File: config.mk
export PLATFORM = sky130hd
export DESIGN_NAME = mcs_device_flat
export DESIGN_NICKNAME = d
export VERILOG_FILES = /design/src/mcs_pkg.sv /design/src/mcs_bus_if.sv /design/src/mcs_device.sv /design/src/flat_wrapper.sv
export SDC_FILE = /design/constraint.sdc
export NUM_CORES = 1
export LEC_CHECK = 0
export BUFFER_PORTS_ARGS = -buffer_cell sky130_fd_sc_hd__clkbuf_2
export CAP_MARGIN = 15
export CORE_MARGIN = 1.5
export CORE_UTILIZATION = 60
export DETAILED_ROUTE_END_ITERATION = 8
export PLACE_DENSITY_LB_ADDON = 0.1
export SYNTH_ARGS = -nofsm -noshare
export SYNTH_HDL_FRONTEND = slang
export SYNTH_SLANG_ARGS = --single-unit
export TNS_END_PERCENT = 50
File: constraint.sdc
create_clock -name i_clk -period 2.7 [get_ports i_clk]
set_input_delay 0.54 -clock i_clk [delete_from_list [all_inputs] [get_ports i_clk]]
set_output_delay 0.54 -clock i_clk [all_outputs]
set_load 0.02 [all_outputs]
File: src/mcs_pkg.sv
// Purpose: Shared constants and state types for the master clock select link
// Assumes: 125 MHz system clock, 8-bit device register space
// Notes: Both ends import this package whole
package mcs_pkg;

	localparam int CLK_PERIOD_NS = 8;
	localparam int SETTLE_TIME_NS = 10000;
	localparam int SETTLE_CYCLES = (SETTLE_TIME_NS + CLK_PERIOD_NS - 1) / CLK_PERIOD_NS;
	localparam int SETTLE_W = 12;
	localparam int REF_TIMEOUT_NS = 250000;
	localparam int REF_TIMEOUT_CYCLES = REF_TIMEOUT_NS / CLK_PERIOD_NS;
	localparam int REF_W = 16;

	// Device register map
	localparam logic [7:0] CLOCK_SELECT_ADDR = 8'h81;
	localparam logic [7:0] CLOCK_SELECT_RESET = 8'h00;
	localparam int RESERVED_BIT = 7;
	localparam int SEL_MSB = 6;
	localparam int SEL_LSB = 4;
	localparam int RATE_BIT = 3;
	localparam int UPPER_MSB = 7;
	localparam int UPPER_LSB = 3;
	localparam int LOWER_MSB = 2;
	localparam logic [7:0] UPPER_MASK = 8'hF8;
	localparam logic [7:0] LOWER_MASK = 8'h07;
	localparam logic [7:0] RETUNE_MASK = 8'h78;

	// Phase increments, out_freq * 2^32 / 125 MHz
	localparam logic [31:0] INC_2048 = 32'h0431BDE8;
	localparam logic [31:0] INC_1544 = 32'h0329802C;

	// Host-side Wishbone register offsets (byte addresses)
	localparam logic [7:0] HOST_CMD_ADDR = 8'h00;
	localparam logic [7:0] HOST_STATUS_ADDR = 8'h04;
	localparam logic [7:0] HOST_SHADOW_ADDR = 8'h08;
	localparam int CMD_WE_BIT = 16;
	localparam int ST_BUSY_BIT = 0;
	localparam int ST_SPLIT_BIT = 1;
	localparam int ST_REFUSED_BIT = 2;

	typedef enum logic [1:0] {
		MCS_IDLE = 2'b00,
		MCS_SPLIT = 2'b01,
		MCS_GAP = 2'b10,
		MCS_FINAL = 2'b11
	} mcs_host_state_t;

	typedef struct packed {
		logic [7:0] clk_sel;
		logic [31:0] phase;
		logic [SETTLE_W-1:0] settle;
		logic settled;
		logic ack;
		logic [7:0] rdata;
		logic [2:0] e1_sync;
		logic [2:0] t1_sync;
		logic e1_level;
		logic t1_level;
		logic ref_prev;
		logic [REF_W-1:0] ref_idle;
		logic ref_lost;
		logic clk_out;
		logic ref_clk;
	} mcs_dev_state_t;

	typedef struct packed {
		mcs_host_state_t fsm;
		logic [7:0] cmd_addr;
		logic [7:0] cmd_wdata;
		logic cmd_we;
		logic [7:0] shadow;
		logic [7:0] rdata;
		logic split;
		logic refused;
		logic req;
		logic we;
		logic [7:0] addr;
		logic [7:0] wdata;
		logic wb_ack;
		logic [31:0] wb_dat;
	} mcs_host_regs_t;

endpackage

File: src/mcs_bus_if.sv
// Purpose: Register port between the host controller and the clock select device
// Assumes: Both ends on one clock; req held until ack is seen
// Notes: ack is a one-cycle pulse from the device
`timescale 1ns/1ps
`default_nettype none
interface mcs_bus_if;
	logic req;
	logic we;
	logic [7:0] addr;
	logic [7:0] wdata;
	logic [7:0] rdata;
	logic ack;

	modport dev (input req, input we, input addr, input wdata, output rdata, output ack);
	modport host (output req, output we, output addr, output wdata, input rdata, input ack);
endinterface
`default_nettype wire

File: src/mcs_device.sv
// Purpose: Clock select register and line rate synthesizer of the line interface
// Assumes: Reference pins are asynchronous; host keeps the sub-register write split
// Notes: Register port stalls while the synthesizer settles after a retune
`timescale 1ns/1ps
`default_nettype none

// Notes on behaviour
// - All clocks derive from one selected reference; here the line rate synthesizer runs from i_clk
// - Register port timed by synthesizer, set by register; here the port runs from i_clk and stalls until settled
// - Changing select or rate bits retunes synthesizer
// - Host keeps other bits unchanged during frequency change
// - Host treats register as upper and lower halves
// - One half changing needs one write
// - Both halves changing need two writes, any order
// - Top bit reserved, read/write, resets zero
// - Select bits choose configuration, top at six
// - Codes zero/one give 2048 or 1544 kHz
// - Other codes accept 8 to 256 kHz references
module mcs_device
	import mcs_pkg::*;
#(
	parameter logic [REF_W-1:0] REF_TIMEOUT = REF_W'(REF_TIMEOUT_CYCLES),
	parameter logic [SETTLE_W-1:0] SETTLE = SETTLE_W'(SETTLE_CYCLES)
) (
	input wire logic i_clk,
	input wire logic i_resetn,
	mcs_bus_if.dev bus,
	input wire logic i_e1_reference_clock_in,
	input wire logic i_t1_reference_clock_in,
	output logic o_line_rate_clock_out,
	output logic o_reference_clock,
	output logic [2:0] o_synth_input_select,
	output logic o_output_line_rate_bit,
	output logic o_settled,
	output logic o_reference_lost
);

	mcs_dev_state_t state;
	mcs_dev_state_t next_state;
	logic [7:0] merged;
	logic [2:0] sel;
	logic rate;
	logic use_t1;
	logic ref_now;
	logic retune;
	logic hit;

	always_comb begin
		next_state = state;
		merged = bus.wdata;
		sel = state.clk_sel[SEL_MSB:SEL_LSB];
		rate = state.clk_sel[RATE_BIT];
		retune = 1'b0;
		// One request at a time, and none while the synthesizer is still moving
		hit = bus.req && !state.ack && state.settled;

		// Reference pins: three stages, level moves only when stages two and three agree
		next_state.e1_sync = {state.e1_sync[1:0], i_e1_reference_clock_in};
		next_state.t1_sync = {state.t1_sync[1:0], i_t1_reference_clock_in};
		if (state.e1_sync[1] == state.e1_sync[2]) begin
			next_state.e1_level = state.e1_sync[2];
		end
		if (state.t1_sync[1] == state.t1_sync[2]) begin
			next_state.t1_level = state.t1_sync[2];
		end

		// Codes zero and one pick the pin matching the rate; slow references use the E1 pin

		// Pin choice per select code; every slow reference arrives on the E1 pin
		case (sel)
			3'b000: begin
				// E1 pin for the 2048 kHz rate, T1 pin for the 1544 kHz rate
				use_t1 = rate;
			end
			3'b001: begin
				// Same pin pairing as code zero
				use_t1 = rate;
			end
			3'b010: begin
				// 8 kHz reference
				use_t1 = 1'b0;
			end
			3'b011: begin
				// 16 kHz reference
				use_t1 = 1'b0;
			end
			3'b100: begin
				// 56 kHz reference
				use_t1 = 1'b0;
			end
			3'b101: begin
				// 64 kHz reference
				use_t1 = 1'b0;
			end
			3'b110: begin
				// 128 kHz reference
				use_t1 = 1'b0;
			end
			3'b111: begin
				// 256 kHz reference
				use_t1 = 1'b0;
			end
			default: begin
				use_t1 = 1'b0;
			end
		endcase

		ref_now = use_t1 ? state.t1_level : state.e1_level;
		next_state.ref_clk = ref_now;
		next_state.ref_prev = ref_now;

		// Activity watchdog on the selected reference
		// It only flags; the synthesizer keeps running from i_clk when the reference dies
		if (ref_now != state.ref_prev) begin
			next_state.ref_idle = '0;
			next_state.ref_lost = 1'b0;
		end else if (state.ref_idle >= REF_TIMEOUT) begin
			next_state.ref_lost = 1'b1;
		end else begin
			next_state.ref_idle = state.ref_idle + REF_W'(1);
		end

		// Synthesizer: phase accumulator at the chosen line rate
		// Not a true PLL: output jitter follows i_clk, traded for a purely synchronous design
		// Rounded increments leave an error far below one ppm, fine for rate selection only
		if (rate) begin
			next_state.phase = state.phase + INC_1544;
		end else begin
			next_state.phase = state.phase + INC_2048;
		end
		next_state.clk_out = state.phase[31];

		// Settling timer after any retune
		// No retune can land mid-count, as the port stalls until settled, so hold-offs never stretch
		if (state.settle != '0) begin
			next_state.settle = state.settle - SETTLE_W'(1);
			next_state.settled = 1'b0;
		end else begin
			next_state.settled = 1'b1;
		end

		// Register port; acks are single pulses, never back to back
		next_state.ack = 1'b0;
		if (hit) begin
			next_state.ack = 1'b1;
			if (bus.addr == CLOCK_SELECT_ADDR) begin
				// Reads see the value before this edge; a write echoes what it stored
				next_state.rdata = state.clk_sel;
				if (bus.we) begin
					merged = bus.wdata;
					next_state.clk_sel = merged;
					next_state.rdata = merged;
					// Only select and rate bits retune; D7 and D2:0 are plain storage
					retune = ((merged ^ state.clk_sel) & RETUNE_MASK) != 8'h00;
					if (retune) begin
						// Retune: new increment takes effect now, port holds off meanwhile
						next_state.settle = SETTLE;
						next_state.settled = 1'b0;
					end
				end
			end else begin
				// Unmapped: reads zero, writes ignored
				next_state.rdata = 8'h00;
			end
		end
	end

	always_ff @(posedge i_clk or negedge i_resetn) begin
		if (!i_resetn) begin
			// Field by field, so a field added later without a reset value stands out here
			state.clk_sel <= CLOCK_SELECT_RESET;
			state.phase <= '0;
			state.settle <= '0;
			state.settled <= 1'b1;
			state.ack <= 1'b0;
			state.rdata <= 8'h00;
			state.e1_sync <= 3'h0;
			state.t1_sync <= 3'h0;
			state.e1_level <= 1'b0;
			state.t1_level <= 1'b0;
			state.ref_prev <= 1'b0;
			state.ref_idle <= '0;
			state.ref_lost <= 1'b0;
			state.clk_out <= 1'b0;
			state.ref_clk <= 1'b0;
		end else begin
			state <= next_state;
		end
	end

	assign bus.ack = state.ack;
	assign bus.rdata = state.rdata;
	assign o_line_rate_clock_out = state.clk_out;
	assign o_reference_clock = state.ref_clk;
	assign o_synth_input_select = state.clk_sel[SEL_MSB:SEL_LSB];
	assign o_output_line_rate_bit = state.clk_sel[RATE_BIT];
	assign o_settled = state.settled;
	assign o_reference_lost = state.ref_lost;

endmodule // mcs_device
`default_nettype wire

File: src/flat_wrapper.sv
// flat-port wrapper written by rule: the top's interface ports become plain ports
module mcs_device_flat import mcs_pkg::*;
#(
	parameter logic [REF_W-1:0] REF_TIMEOUT = REF_W'(REF_TIMEOUT_CYCLES),
	parameter logic [SETTLE_W-1:0] SETTLE = SETTLE_W'(SETTLE_CYCLES)
)
  (i_clk, i_resetn, i_e1_reference_clock_in, i_t1_reference_clock_in, o_line_rate_clock_out, o_reference_clock, o_synth_input_select, o_output_line_rate_bit, o_settled, o_reference_lost, bus_req, bus_we, bus_addr, bus_wdata, bus_rdata, bus_ack);
  mcs_bus_if bus_i ();
  input wire logic i_clk;
  input wire logic i_resetn;
  input wire logic i_e1_reference_clock_in;
  input wire logic i_t1_reference_clock_in;
  output logic o_line_rate_clock_out;
  output logic o_reference_clock;
  output logic [2:0] o_synth_input_select;
  output logic o_output_line_rate_bit;
  output logic o_settled;
  output logic o_reference_lost;
  input wire logic [$bits(bus_i.req)-1:0] bus_req;
  input wire logic [$bits(bus_i.we)-1:0] bus_we;
  input wire logic [$bits(bus_i.addr)-1:0] bus_addr;
  input wire logic [$bits(bus_i.wdata)-1:0] bus_wdata;
  output wire logic [$bits(bus_i.rdata)-1:0] bus_rdata;
  output wire logic [$bits(bus_i.ack)-1:0] bus_ack;
  assign bus_i.req = bus_req;
  assign bus_i.we = bus_we;
  assign bus_i.addr = bus_addr;
  assign bus_i.wdata = bus_wdata;
  assign bus_rdata = bus_i.rdata;
  assign bus_ack = bus_i.ack;
  mcs_device #(.REF_TIMEOUT(REF_TIMEOUT), .SETTLE(SETTLE)) u_core (.i_clk(i_clk), .i_resetn(i_resetn), .bus(bus_i), .i_e1_reference_clock_in(i_e1_reference_clock_in), .i_t1_reference_clock_in(i_t1_reference_clock_in), .o_line_rate_clock_out(o_line_rate_clock_out), .o_reference_clock(o_reference_clock), .o_synth_input_select(o_synth_input_select), .o_output_line_rate_bit(o_output_line_rate_bit), .o_settled(o_settled), .o_reference_lost(o_reference_lost));
endmodule
==> flow_metrics.env, run 1 <==
export IMPL_grt_total_usage=0.231
export IMPL_worstPathBufferInverterCount=0
export IMPL_start_util=0.618
export IMPL_final_antenna_net_count=0
export IMPL_cts_htree_levels=3
export IMPL_yosysUniqueCellTypes=66
export IMPL_power_leakage_nw=2.13
export IMPL_syn_avg_cell_area_um2=10.3
export IMPL_power_total_mw=2.28
export IMPL_critPathLaunchType="flop"
export IMPL_portBuffers=38
export IMPL_worst_pin_slew_ns=0.739
export IMPL_vdd_drop_max_mv=0.333
export IMPL_place_gp_congestion=0.919
export IMPL_drt_iter0_drc=107
export IMPL_timing_max_slew_rel_slack=0.494
export IMPL_dp_final_hpwl_um=5860
export IMPL_grt_pass1_vias=3166
export IMPL_drc_errors=0
export IMPL_final_period_utilization=0.856
export IMPL_clock_sinks=87
export IMPL_dp_slack_ns=0.446
export IMPL_crit_path_max_fanout=5
export IMPL_yosysTopAreaCellShare=0.480
export IMPL_critPathMaxStageDelay_ns=0.72
export IMPL_reg2reg_depth=6
export IMPL_path_cells="ha_1 -> o31ai_1 -> a2111oi_0 -> o2111ai_1 -> a31oi_1 -> xor2_1"
export IMPL_cts_tree="done"
export IMPL_overflow=0
export IMPL_synth_edf_count=0
export IMPL_multi_input_area_mm2=0.00210
export IMPL_syn_cell_area_mm2=0.00449
export IMPL_clkTransAtPathRegs_ns=0.09
export IMPL_pin_count=39
export IMPL_yosysWarningCount=0
export IMPL_regToRegSetupSlack_ns=0.39
export IMPL_postCtsSetupBuffers=0
export IMPL_synthArstFlopShare=1.00
export IMPL_finalHoldViolCount=0
export IMPL_setup_viol=0
export IMPL_first_pass_iters=4
export IMPL_syn_nets=465
export IMPL_p_per_area_mw_per_mm2=467
export IMPL_num_nets_final=493
export IMPL_rsz0062_at_grt="false"
export IMPL_ys_ff_latch=87
export IMPL_placeableCoreArea_mm2=0.00725
export IMPL_cp_slowest_cell="a2111oi_0"
export IMPL_hold_buffers=0
export IMPL_final_min_clock_period_ns=2.31
export IMPL_critPathTopFamily="compound AO/OA/AOI/OAI gates"
export IMPL_fin_ws_ns=0.388
export IMPL_synth_area_leaders="dfrtp_1, xor2_1, xnor2_1"
export IMPL_clockRootBuffer="clkbuf_8"
export IMPL_seq_area_mm2=0.00218
export IMPL_fin_area_mm2=0.00488
export IMPL_antenna_found_initial=0
export IMPL_die_area_mm2=0.00800
export IMPL_synth_most_common_cell="dfrtp_1"
export IMPL_cts_made_buffers=9
export IMPL_post_cts_resized=0
export IMPL_status="finished clean"
export IMPL_postPlaceCellArea_mm2=0.00471
export IMPL_die_w_um=89.5
export IMPL_worstPathArrival_ns=2.58
export IMPL_whs_ns=0.143
export IMPL_clockBufferDepth=2
export IMPL_r2r_end="u_core.state[79]"
export IMPL_ys_seq_area_frac=0.486
export IMPL_grt_pass1_wl_um=14300
export IMPL_rows=31
export IMPL_synthFlopType="dfrtp_1"
export IMPL_finClkSkew_ns=0.00727
export IMPL_r2r_start="u_core.state[54]"
export IMPL_synth_top_area_cell="dfrtp_1"
export IMPL_drive_gt1_frac=0.183
export IMPL_synth_top_cells_by_count="dfrtp_1, nand2_1, xor2_1"
export IMPL_wl_per_cell_um=14.8
export IMPL_diodes=0
export IMPL_synthCells=436
export IMPL_timing_fmax_mhz=433
export IMPL_hold_class="input port to async pin"
export IMPL_criticalPathCategory="flop to flop"
export IMPL_die_h_um=89.5
export IMPL_maxCapViolCount=0
export IMPL_grt_max_degree=53
export IMPL_slew_viol_final=0
export IMPL_via_per_inst=5.66
export IMPL_n_fill_cell=583
export IMPL_worstSetupEndpointType="flop"
export IMPL_worstPathRequired_ns=2.97
export IMPL_tns_ns=0
export IMPL_vias=3215
export IMPL_routed_wl_um=8400
export IMPL_area_growth_pct=8.70
export IMPL_insertion_delay_ns=0.35
==> through the flow <==
stage,cells,utilization
2_1_floorplan,436,-
6_report,568,0.672
3_5_place_dp,552,0.649
4_1_cts,568,0.672
5_1_grt,568,0.672
3_3_place_gp,552,0.649
==> cell families after synthesis <==
logic type | Yosys count | share of synthesized area
AND/OR/NAND/NOR | 153 | 0.181
buffers and inverters | 41 | 0.0469
XOR/XNOR | 54 | 0.105
flip-flops | 87 | 0.486
adder cells (fa/ha/maj) | 9 | 0.0240
AO/OA/AOI/OAI | 72 | 0.110
multiplexers | 20 | 0.0469
==> power by group <==
part	internal, mW	switching (mW)
sequential	1.32	0.0271
combinational	0.0519	0.0766
clock	0.336	0.463
==> state kept, by name, summed over array words and instances, names as in the netlist <==
name / cells
u_core.o_output_line_rate_bit: 1
u_core.next_state: 5
u_core.bus.ack: 1
u_core.o_synth_input_select: 3
u_core.o_line_rate_clock_out: 1
u_core.state: 66
u_core.o_reference_lost: 1
u_core.bus.rdata: 8
u_core.o_settled: 1
==> worst max-delay path by stage <==
stage	startpoint	end	slack, ns	cells after the start
after floorplan	u_core.o_settled	u_core.state[45]	0.60	8
after global placement	u_core.state[66]	u_core.next_state[1]	0.52	6
after detailed placement	u_core.state[54]	u_core.state[79]	0.45	6
after CTS	u_core.state[54]	u_core.state[79]	0.40	6
after global routing	u_core.state[54]	u_core.state[79]	0.20	6
final	u_core.state[54]	u_core.state[79]	0.39	6
==> routing by layer <==
layer	up-vias	wire (um)	GRT usage
li1	1585	-	-
met1	1563	3980	0.300
met2	58	4040	0.384
met3	9	291	0.0499
met4	0	94	0.0783
met5	-	0	0
==> placed cells by master, fill, tap and decap left out, types with 13 or more instances in the layout <==
cell type and instances:
o21ai_0 21, clkbuf_2 37, nand2_1 32, dfrtp_1 86, nand3_1 19, inv_1 13, xnor2_1 23, nor3_1 13
nor2_1 30, xor2_1 31
==> worst register-to-register path: stages, from the launching register on <==
cell and delay, ns:
dfrtp_1 0.42, ha_1 0.26, o31ai_1 0.12, a2111oi_0 0.72
o2111ai_1 0.30, a31oi_1 0.26, xor2_1 0.16
==> cell type report <==
class                           count  area share
Clock buffer                        9      0.0254
Inverter                           13      0.0100
Clock inverter                      7     0.00949
Multi-Input combinational cell    308       0.430
Timing Repair Buffer               45      0.0529
Tap cell                           99      0.0254
Sequential cell                    87       0.447
Note: power is estimated with default switching activity, not from simulation.
==> run 2, diff against run 1 <==
- CORE_UTILIZATION: 60 -> 55
- PLACE_DENSITY: unset -> 0.83
- PLACE_DENSITY_LB_ADDON: 0.1 -> unset
==> run 2 against run 1 <==
Worst setup slack improved by 0.033 ns. Worst hold slack better by 0.037 ns. Sequential power hardly changed. Register-to-register slack better by 0.03 ns.
==> flow_metrics.env, run 2 (synthesized netlist as in run 1, its figures left out) <==
export IMPL_netSwitchingFraction=0.235
export IMPL_worstPathArrival_ns=2.55
export IMPL_start_util=0.575
export IMPL_final_antenna_net_count=0
export IMPL_pin_count=39
export IMPL_cts_tree="done"
export IMPL_grt_pass1_wl_um=14900
export IMPL_drive_gt1_frac=0.179
export IMPL_grt_max_degree=49
export IMPL_post_cts_resized=0
export IMPL_final_common_cell="dfrtp_1"
export IMPL_cts_made_buffers=9
export IMPL_postCtsSetupBuffers=0
export IMPL_p_per_area_mw_per_mm2=488
export IMPL_die_w_um=93.3
export IMPL_worstSetupEndpointType="flop"
export IMPL_slew_viol_final=0
export IMPL_finalNonFillerCells=570
export IMPL_mostFrequentLayoutCells="dfrtp_1, clkbuf_2, nand2_1, xor2_1, nor2_1"
export IMPL_clkPwrFrac=0.382
export IMPL_wl_per_cell_um=15.4
export IMPL_dp_final_hpwl_um=6280
export IMPL_placeableCoreArea_mm2=0.00781
export IMPL_power_total_mw=2.39
export IMPL_rsz0062_at_grt="false"
export IMPL_setup_viol=0
export IMPL_timing_fmax_mhz=439
export IMPL_vias=3322
export IMPL_power_leakage_nw=2.12
export IMPL_clkTransAtPathRegs_ns=0.10
export IMPL_dp_cells=554
export IMPL_die_area_mm2=0.00871
export IMPL_grt_total_usage=0.219
export IMPL_largest_register_ffs=66
export IMPL_top_register="u_core.state"
export IMPL_fin_area_mm2=0.00490
export IMPL_maxCapViolCount=0
export IMPL_hold_buffers=0
export IMPL_postPlaceCellArea_mm2=0.00470
export IMPL_seqPwrFrac=0.565
export IMPL_final_min_clock_period_ns=2.28
export IMPL_finalHoldViolCount=0
export IMPL_clockRootBuffer="clkbuf_8"
export IMPL_status="finished clean"
export IMPL_insertion_delay_ns=0.36
export IMPL_worst_pin_slew_ns=0.705
export IMPL_drt_iter0_drc=157
export IMPL_routed_wl_um=8790
export IMPL_rows=32
export IMPL_p_int_mw=1.83
export IMPL_place_gp_congestion=0.943
export IMPL_clockBufferDepth=2
export IMPL_fin_util=0.628
export IMPL_finClkSkew_ns=0.0206
export IMPL_drc_errors=0
export IMPL_hold_class="input port to async pin"
export IMPL_die_h_um=93.3
export IMPL_area_growth_pct=9.29
export IMPL_combPwrFrac=0.053
export IMPL_critPathLaunchType="flop"
export IMPL_final_period_utilization=0.844
export IMPL_tns_ns=0
export IMPL_clock_sinks=87
export IMPL_via_per_inst=5.83
export IMPL_num_nets_final=492
export IMPL_timing_max_slew_rel_slack=0.518
export IMPL_vdd_drop_max_mv=0.275
export IMPL_n_fill_cell=631
export IMPL_antenna_found_initial=0
export IMPL_overflow=0
export IMPL_worstPathRequired_ns=2.97
export IMPL_crit_path_max_fanout=5
export IMPL_cts_htree_levels=3
export IMPL_criticalPathCategory="flop to flop"
export IMPL_power_switching_mw=0.563
export IMPL_first_pass_iters=5
export IMPL_diodes=0
export IMPL_grt_pass1_vias=3281
export IMPL_portBuffers=38
run 2: cell count changes in the layout (fill, tap and decap cells not counted):
cell	before	now
clkinv_2	4	1
clkinvlp_4	0	2
inv_6	2	0
buf_4	7	6
bufinv_16	0	1
clkbuf_1	0	1
clkbuf_8	9	10
run 2: area by class of cell:
| type | instances | area, um^2 | share of cell area |
|---|---|---|---|
| inverter | 13 | 48.8 | 0.00995 |
| timing repair buffer | 44 | 250 | 0.0510 |
| tap | 102 | 128 | 0.0260 |
| clock buffer | 11 | 141 | 0.0288 |
| sequential | 87 | 2180 | 0.444 |
| clock inverter | 5 | 58.8 | 0.0120 |
| multi-input combinational | 308 | 2100 | 0.428 |
run 2: worst max-delay path, stage by stage (launching register included):
cell       delay, ns
dfrtp_1         0.42
ha_1            0.26
o31ai_1         0.12
a2111oi_0       0.69
o2111ai_1       0.29
a31oi_1         0.26
xor2_1          0.16
run 2: power groups by stage:
stage          combinational (mW)  clock (mW)  sequential, mW
6_report                    0.127       0.914            1.35
5_1_grt                     0.148       0.987            1.36
4_1_cts                     0.131       0.935            1.35
3_5_place_dp                0.130           0            1.38
3_3_place_gp                0.127           0            1.38
2_1_floorplan              0.0706           0            1.37
run 2: worst paths after layout:
kind                                         startpoint  depth (start not counted)                     to  slack (ns)
worst max-delay path                   u_core.state[54]                          6       u_core.state[79]        0.42
worst min-delay path                           i_resetn                          1       u_core.state[43]        0.18
worst max register to register         u_core.state[54]                          6       u_core.state[79]        0.42
worst min register to register    u_core.next_state[23]                          0  u_core.next_state[24]        0.35
max in group asynchronous                      i_resetn                          2    u_core.bus.rdata[5]        1.91
min in group i_clk              i_e1_reference_clock_in                          1  u_core.next_state[26]        0.30
run 2: through the flow:
step                      setup slack, ns  hold WS (ns)
after detailed placement            0.450         0.336
final                               0.422         0.181
after CTS                           0.415         0.200
after global routing                0.264         0.225
after global placement              0.574         0.336
after floorplan                     0.599         0.244
run 2: per-layer routing:
metal / vias up / track usage / wire length [um]
li1: 1588 / - / -
met1: 1622 / 0.279 / 4040
met2: 99 / 0.365 / 4270
met3: 13 / 0.0520 / 384
met4: 0 / 0.0707 / 98
met5: - / 0 / 0
==> run 3, diff against run 2 <==
- clock period: 2.7 -> 2.35 ns (I/O delays scaled with it)
==> run 3 against run 2 <==
Flip-flop and latch count unchanged. Worst setup slack worse by 0.26 ns. Utilization grew 1.2 points. Combinational power grew 28%. Power rose by 26%. Clock power grew 42%. Cell count is 0.88% higher. Routed wire length up 3.5%. Count of clock-buffer cells in the layout decreased by 1.
==> flow_metrics.env, run 3 (synthesized netlist as in run 1, its figures left out) <==
export IMPL_pin_count=39
export IMPL_maxCapViolCount=0
export IMPL_grt_max_degree=48
export IMPL_grt_total_usage=0.229
export IMPL_timing_fmax_mhz=457
export IMPL_grt_pass1_vias=3360
export IMPL_crit_path_max_fanout=10
export IMPL_startpoint="u_core.state[3]"
export IMPL_area_growth_pct=11.3
export IMPL_wl_per_cell_um=15.8
export IMPL_die_h_um=93.3
export IMPL_final_min_clock_period_ns=2.19
export IMPL_clock_sinks=87
export IMPL_drive_gt1_frac=0.190
export IMPL_vdd_drop_max_mv=0.342
export IMPL_dp_final_hpwl_um=6280
export IMPL_setup_viol=0
export IMPL_finClkSkew_ns=0.0113
export IMPL_grt_pass1_wl_um=15600
export IMPL_timing_max_slew_rel_slack=0.541
export IMPL_combPwrFrac=0.054
export IMPL_diodes=0
export IMPL_finalNonFillerCells=575
export IMPL_seqPwrFrac=0.514
export IMPL_worst_pin_slew_ns=0.683
export IMPL_tns_ns=0
export IMPL_clkPwrFrac=0.433
export IMPL_antenna_found_initial=0
export IMPL_drc_errors=0
export IMPL_n_fill_cell=605
export IMPL_power_switching_mw=0.679
export IMPL_final_common_cell="dfrtp_1"
export IMPL_power_leakage_nw=2.18
export IMPL_hold_class="input port to async pin"
export IMPL_overflow=0
export IMPL_place_gp_congestion=0.919
export IMPL_fin_util=0.640
export IMPL_whs_ns=0.0699
export IMPL_hold_buffers=0
export IMPL_clkTransAtPathRegs_ns=0.09
export IMPL_netSwitchingFraction=0.226
export IMPL_p_int_mw=2.33
export IMPL_worstPathArrival_ns=2.42
export IMPL_die_area_mm2=0.00871
export IMPL_postCtsSetupBuffers=0
export IMPL_r2r_start="u_core.state[3]"
export IMPL_clockRootBuffer="clkbuf_8"
export IMPL_routed_wl_um=9090
export IMPL_top_register="u_core.state"
export IMPL_die_w_um=93.3
export IMPL_vias=3394
export IMPL_cts_made_buffers=9
export IMPL_clockBufferDepth=2
export IMPL_rows=32
export IMPL_num_nets_final=497
export IMPL_start_util=0.575
export IMPL_cts_htree_levels=3
export IMPL_status="finished clean"
export IMPL_power_total_mw=3.01
export IMPL_slew_viol_final=0
export IMPL_cts_tree="done"
export IMPL_via_per_inst=5.90
export IMPL_critPathLaunchType="flop"
export IMPL_final_period_utilization=0.930
export IMPL_final_antenna_net_count=0
export IMPL_drt_iter0_drc=163
export IMPL_dp_cells=559
export IMPL_mostFrequentLayoutCells="dfrtp_1, clkbuf_2, nand2_1, xor2_1, nor2_1"
export IMPL_finalHoldViolCount=0
export IMPL_first_pass_iters=5
export IMPL_criticalPathCategory="flop to flop"
export IMPL_placeableCoreArea_mm2=0.00781
export IMPL_insertion_delay_ns=0.37
export IMPL_largest_register_ffs=66
export IMPL_p_per_area_mw_per_mm2=603
export IMPL_portBuffers=38
export IMPL_worstSetupEndpointType="flop"
export IMPL_worstPathRequired_ns=2.59
export IMPL_rsz0062_at_grt="true"
## run 3: power groups by stage
stage | registers (mW) | logic, mW | clock network, mW
after floorplan | 1.57 | 0.0811 | 0
after global placement | 1.57 | 0.159 | 0
after detailed placement | 1.58 | 0.164 | 0
after CTS | 1.55 | 0.165 | 1.32
after global routing | 1.55 | 0.187 | 1.39
final | 1.55 | 0.162 | 1.30
## run 3: critical path, stage by stage, from the launching register on
cell      delay, ns
dfrtp_1        0.41
inv_1          0.06
ha_1           0.19
o41ai_1        0.37
a311oi_1       0.22
nor2_2         0.39
nand4_1        0.19
xnor2_1        0.17
nor2_1         0.06
## run 3: path summary, 6_finish.rpt
check                                             end  slack [ns]  depth (start not counted)
max in group asynchronous            u_core.state[80]        1.64                          2
worst min register to register  u_core.next_state[24]        0.37                          0
worst max register to register        u_core.state[8]        0.16                          8
worst min-delay path                 u_core.state[44]        0.07                          1
worst max-delay path                  u_core.state[8]        0.16                          8
min in group i_clk              u_core.next_state[26]        0.21                          1
## run 3: what timing repair did
action / in CTS / in global routing
hold endpoints to repair: 0 / 0
setup endpoints to repair: 0 / 2
resized for setup: 0 / 1
## run 3: per-stage QoR
step / area [um^2] / setup WS [ns]
finish: 4990 / 0.164
global route: 4990 / -0.000677
CTS: 4990 / 0.154
detailed placement: 4740 / 0.175
global placement: 4740 / 0.235
floorplan: 4490 / 0.249
## run 3: final cells by class
type / instances / area, um^2 / area share
clock buffers: 10 / 138 / 0.0276
flip-flops and latches: 87 / 2180 / 0.436
repair buffers: 49 / 288 / 0.0576
inverters: 13 / 48.8 / 0.00977
multi-input cells: 308 / 2100 / 0.420
well taps: 102 / 128 / 0.0256
clock inverters: 6 / 115 / 0.0231
## run 3: routing by layer
| metal | up-vias | global-route usage | wire length (um) |
|---|---|---|---|
| met5 | - | 0 | 0 |
| met4 | 0 | 0.111 | 288 |
| met3 | 26 | 0.0455 | 535 |
| met2 | 119 | 0.372 | 4330 |
| met1 | 1654 | 0.292 | 3940 |
| li1 | 1595 | - | - |
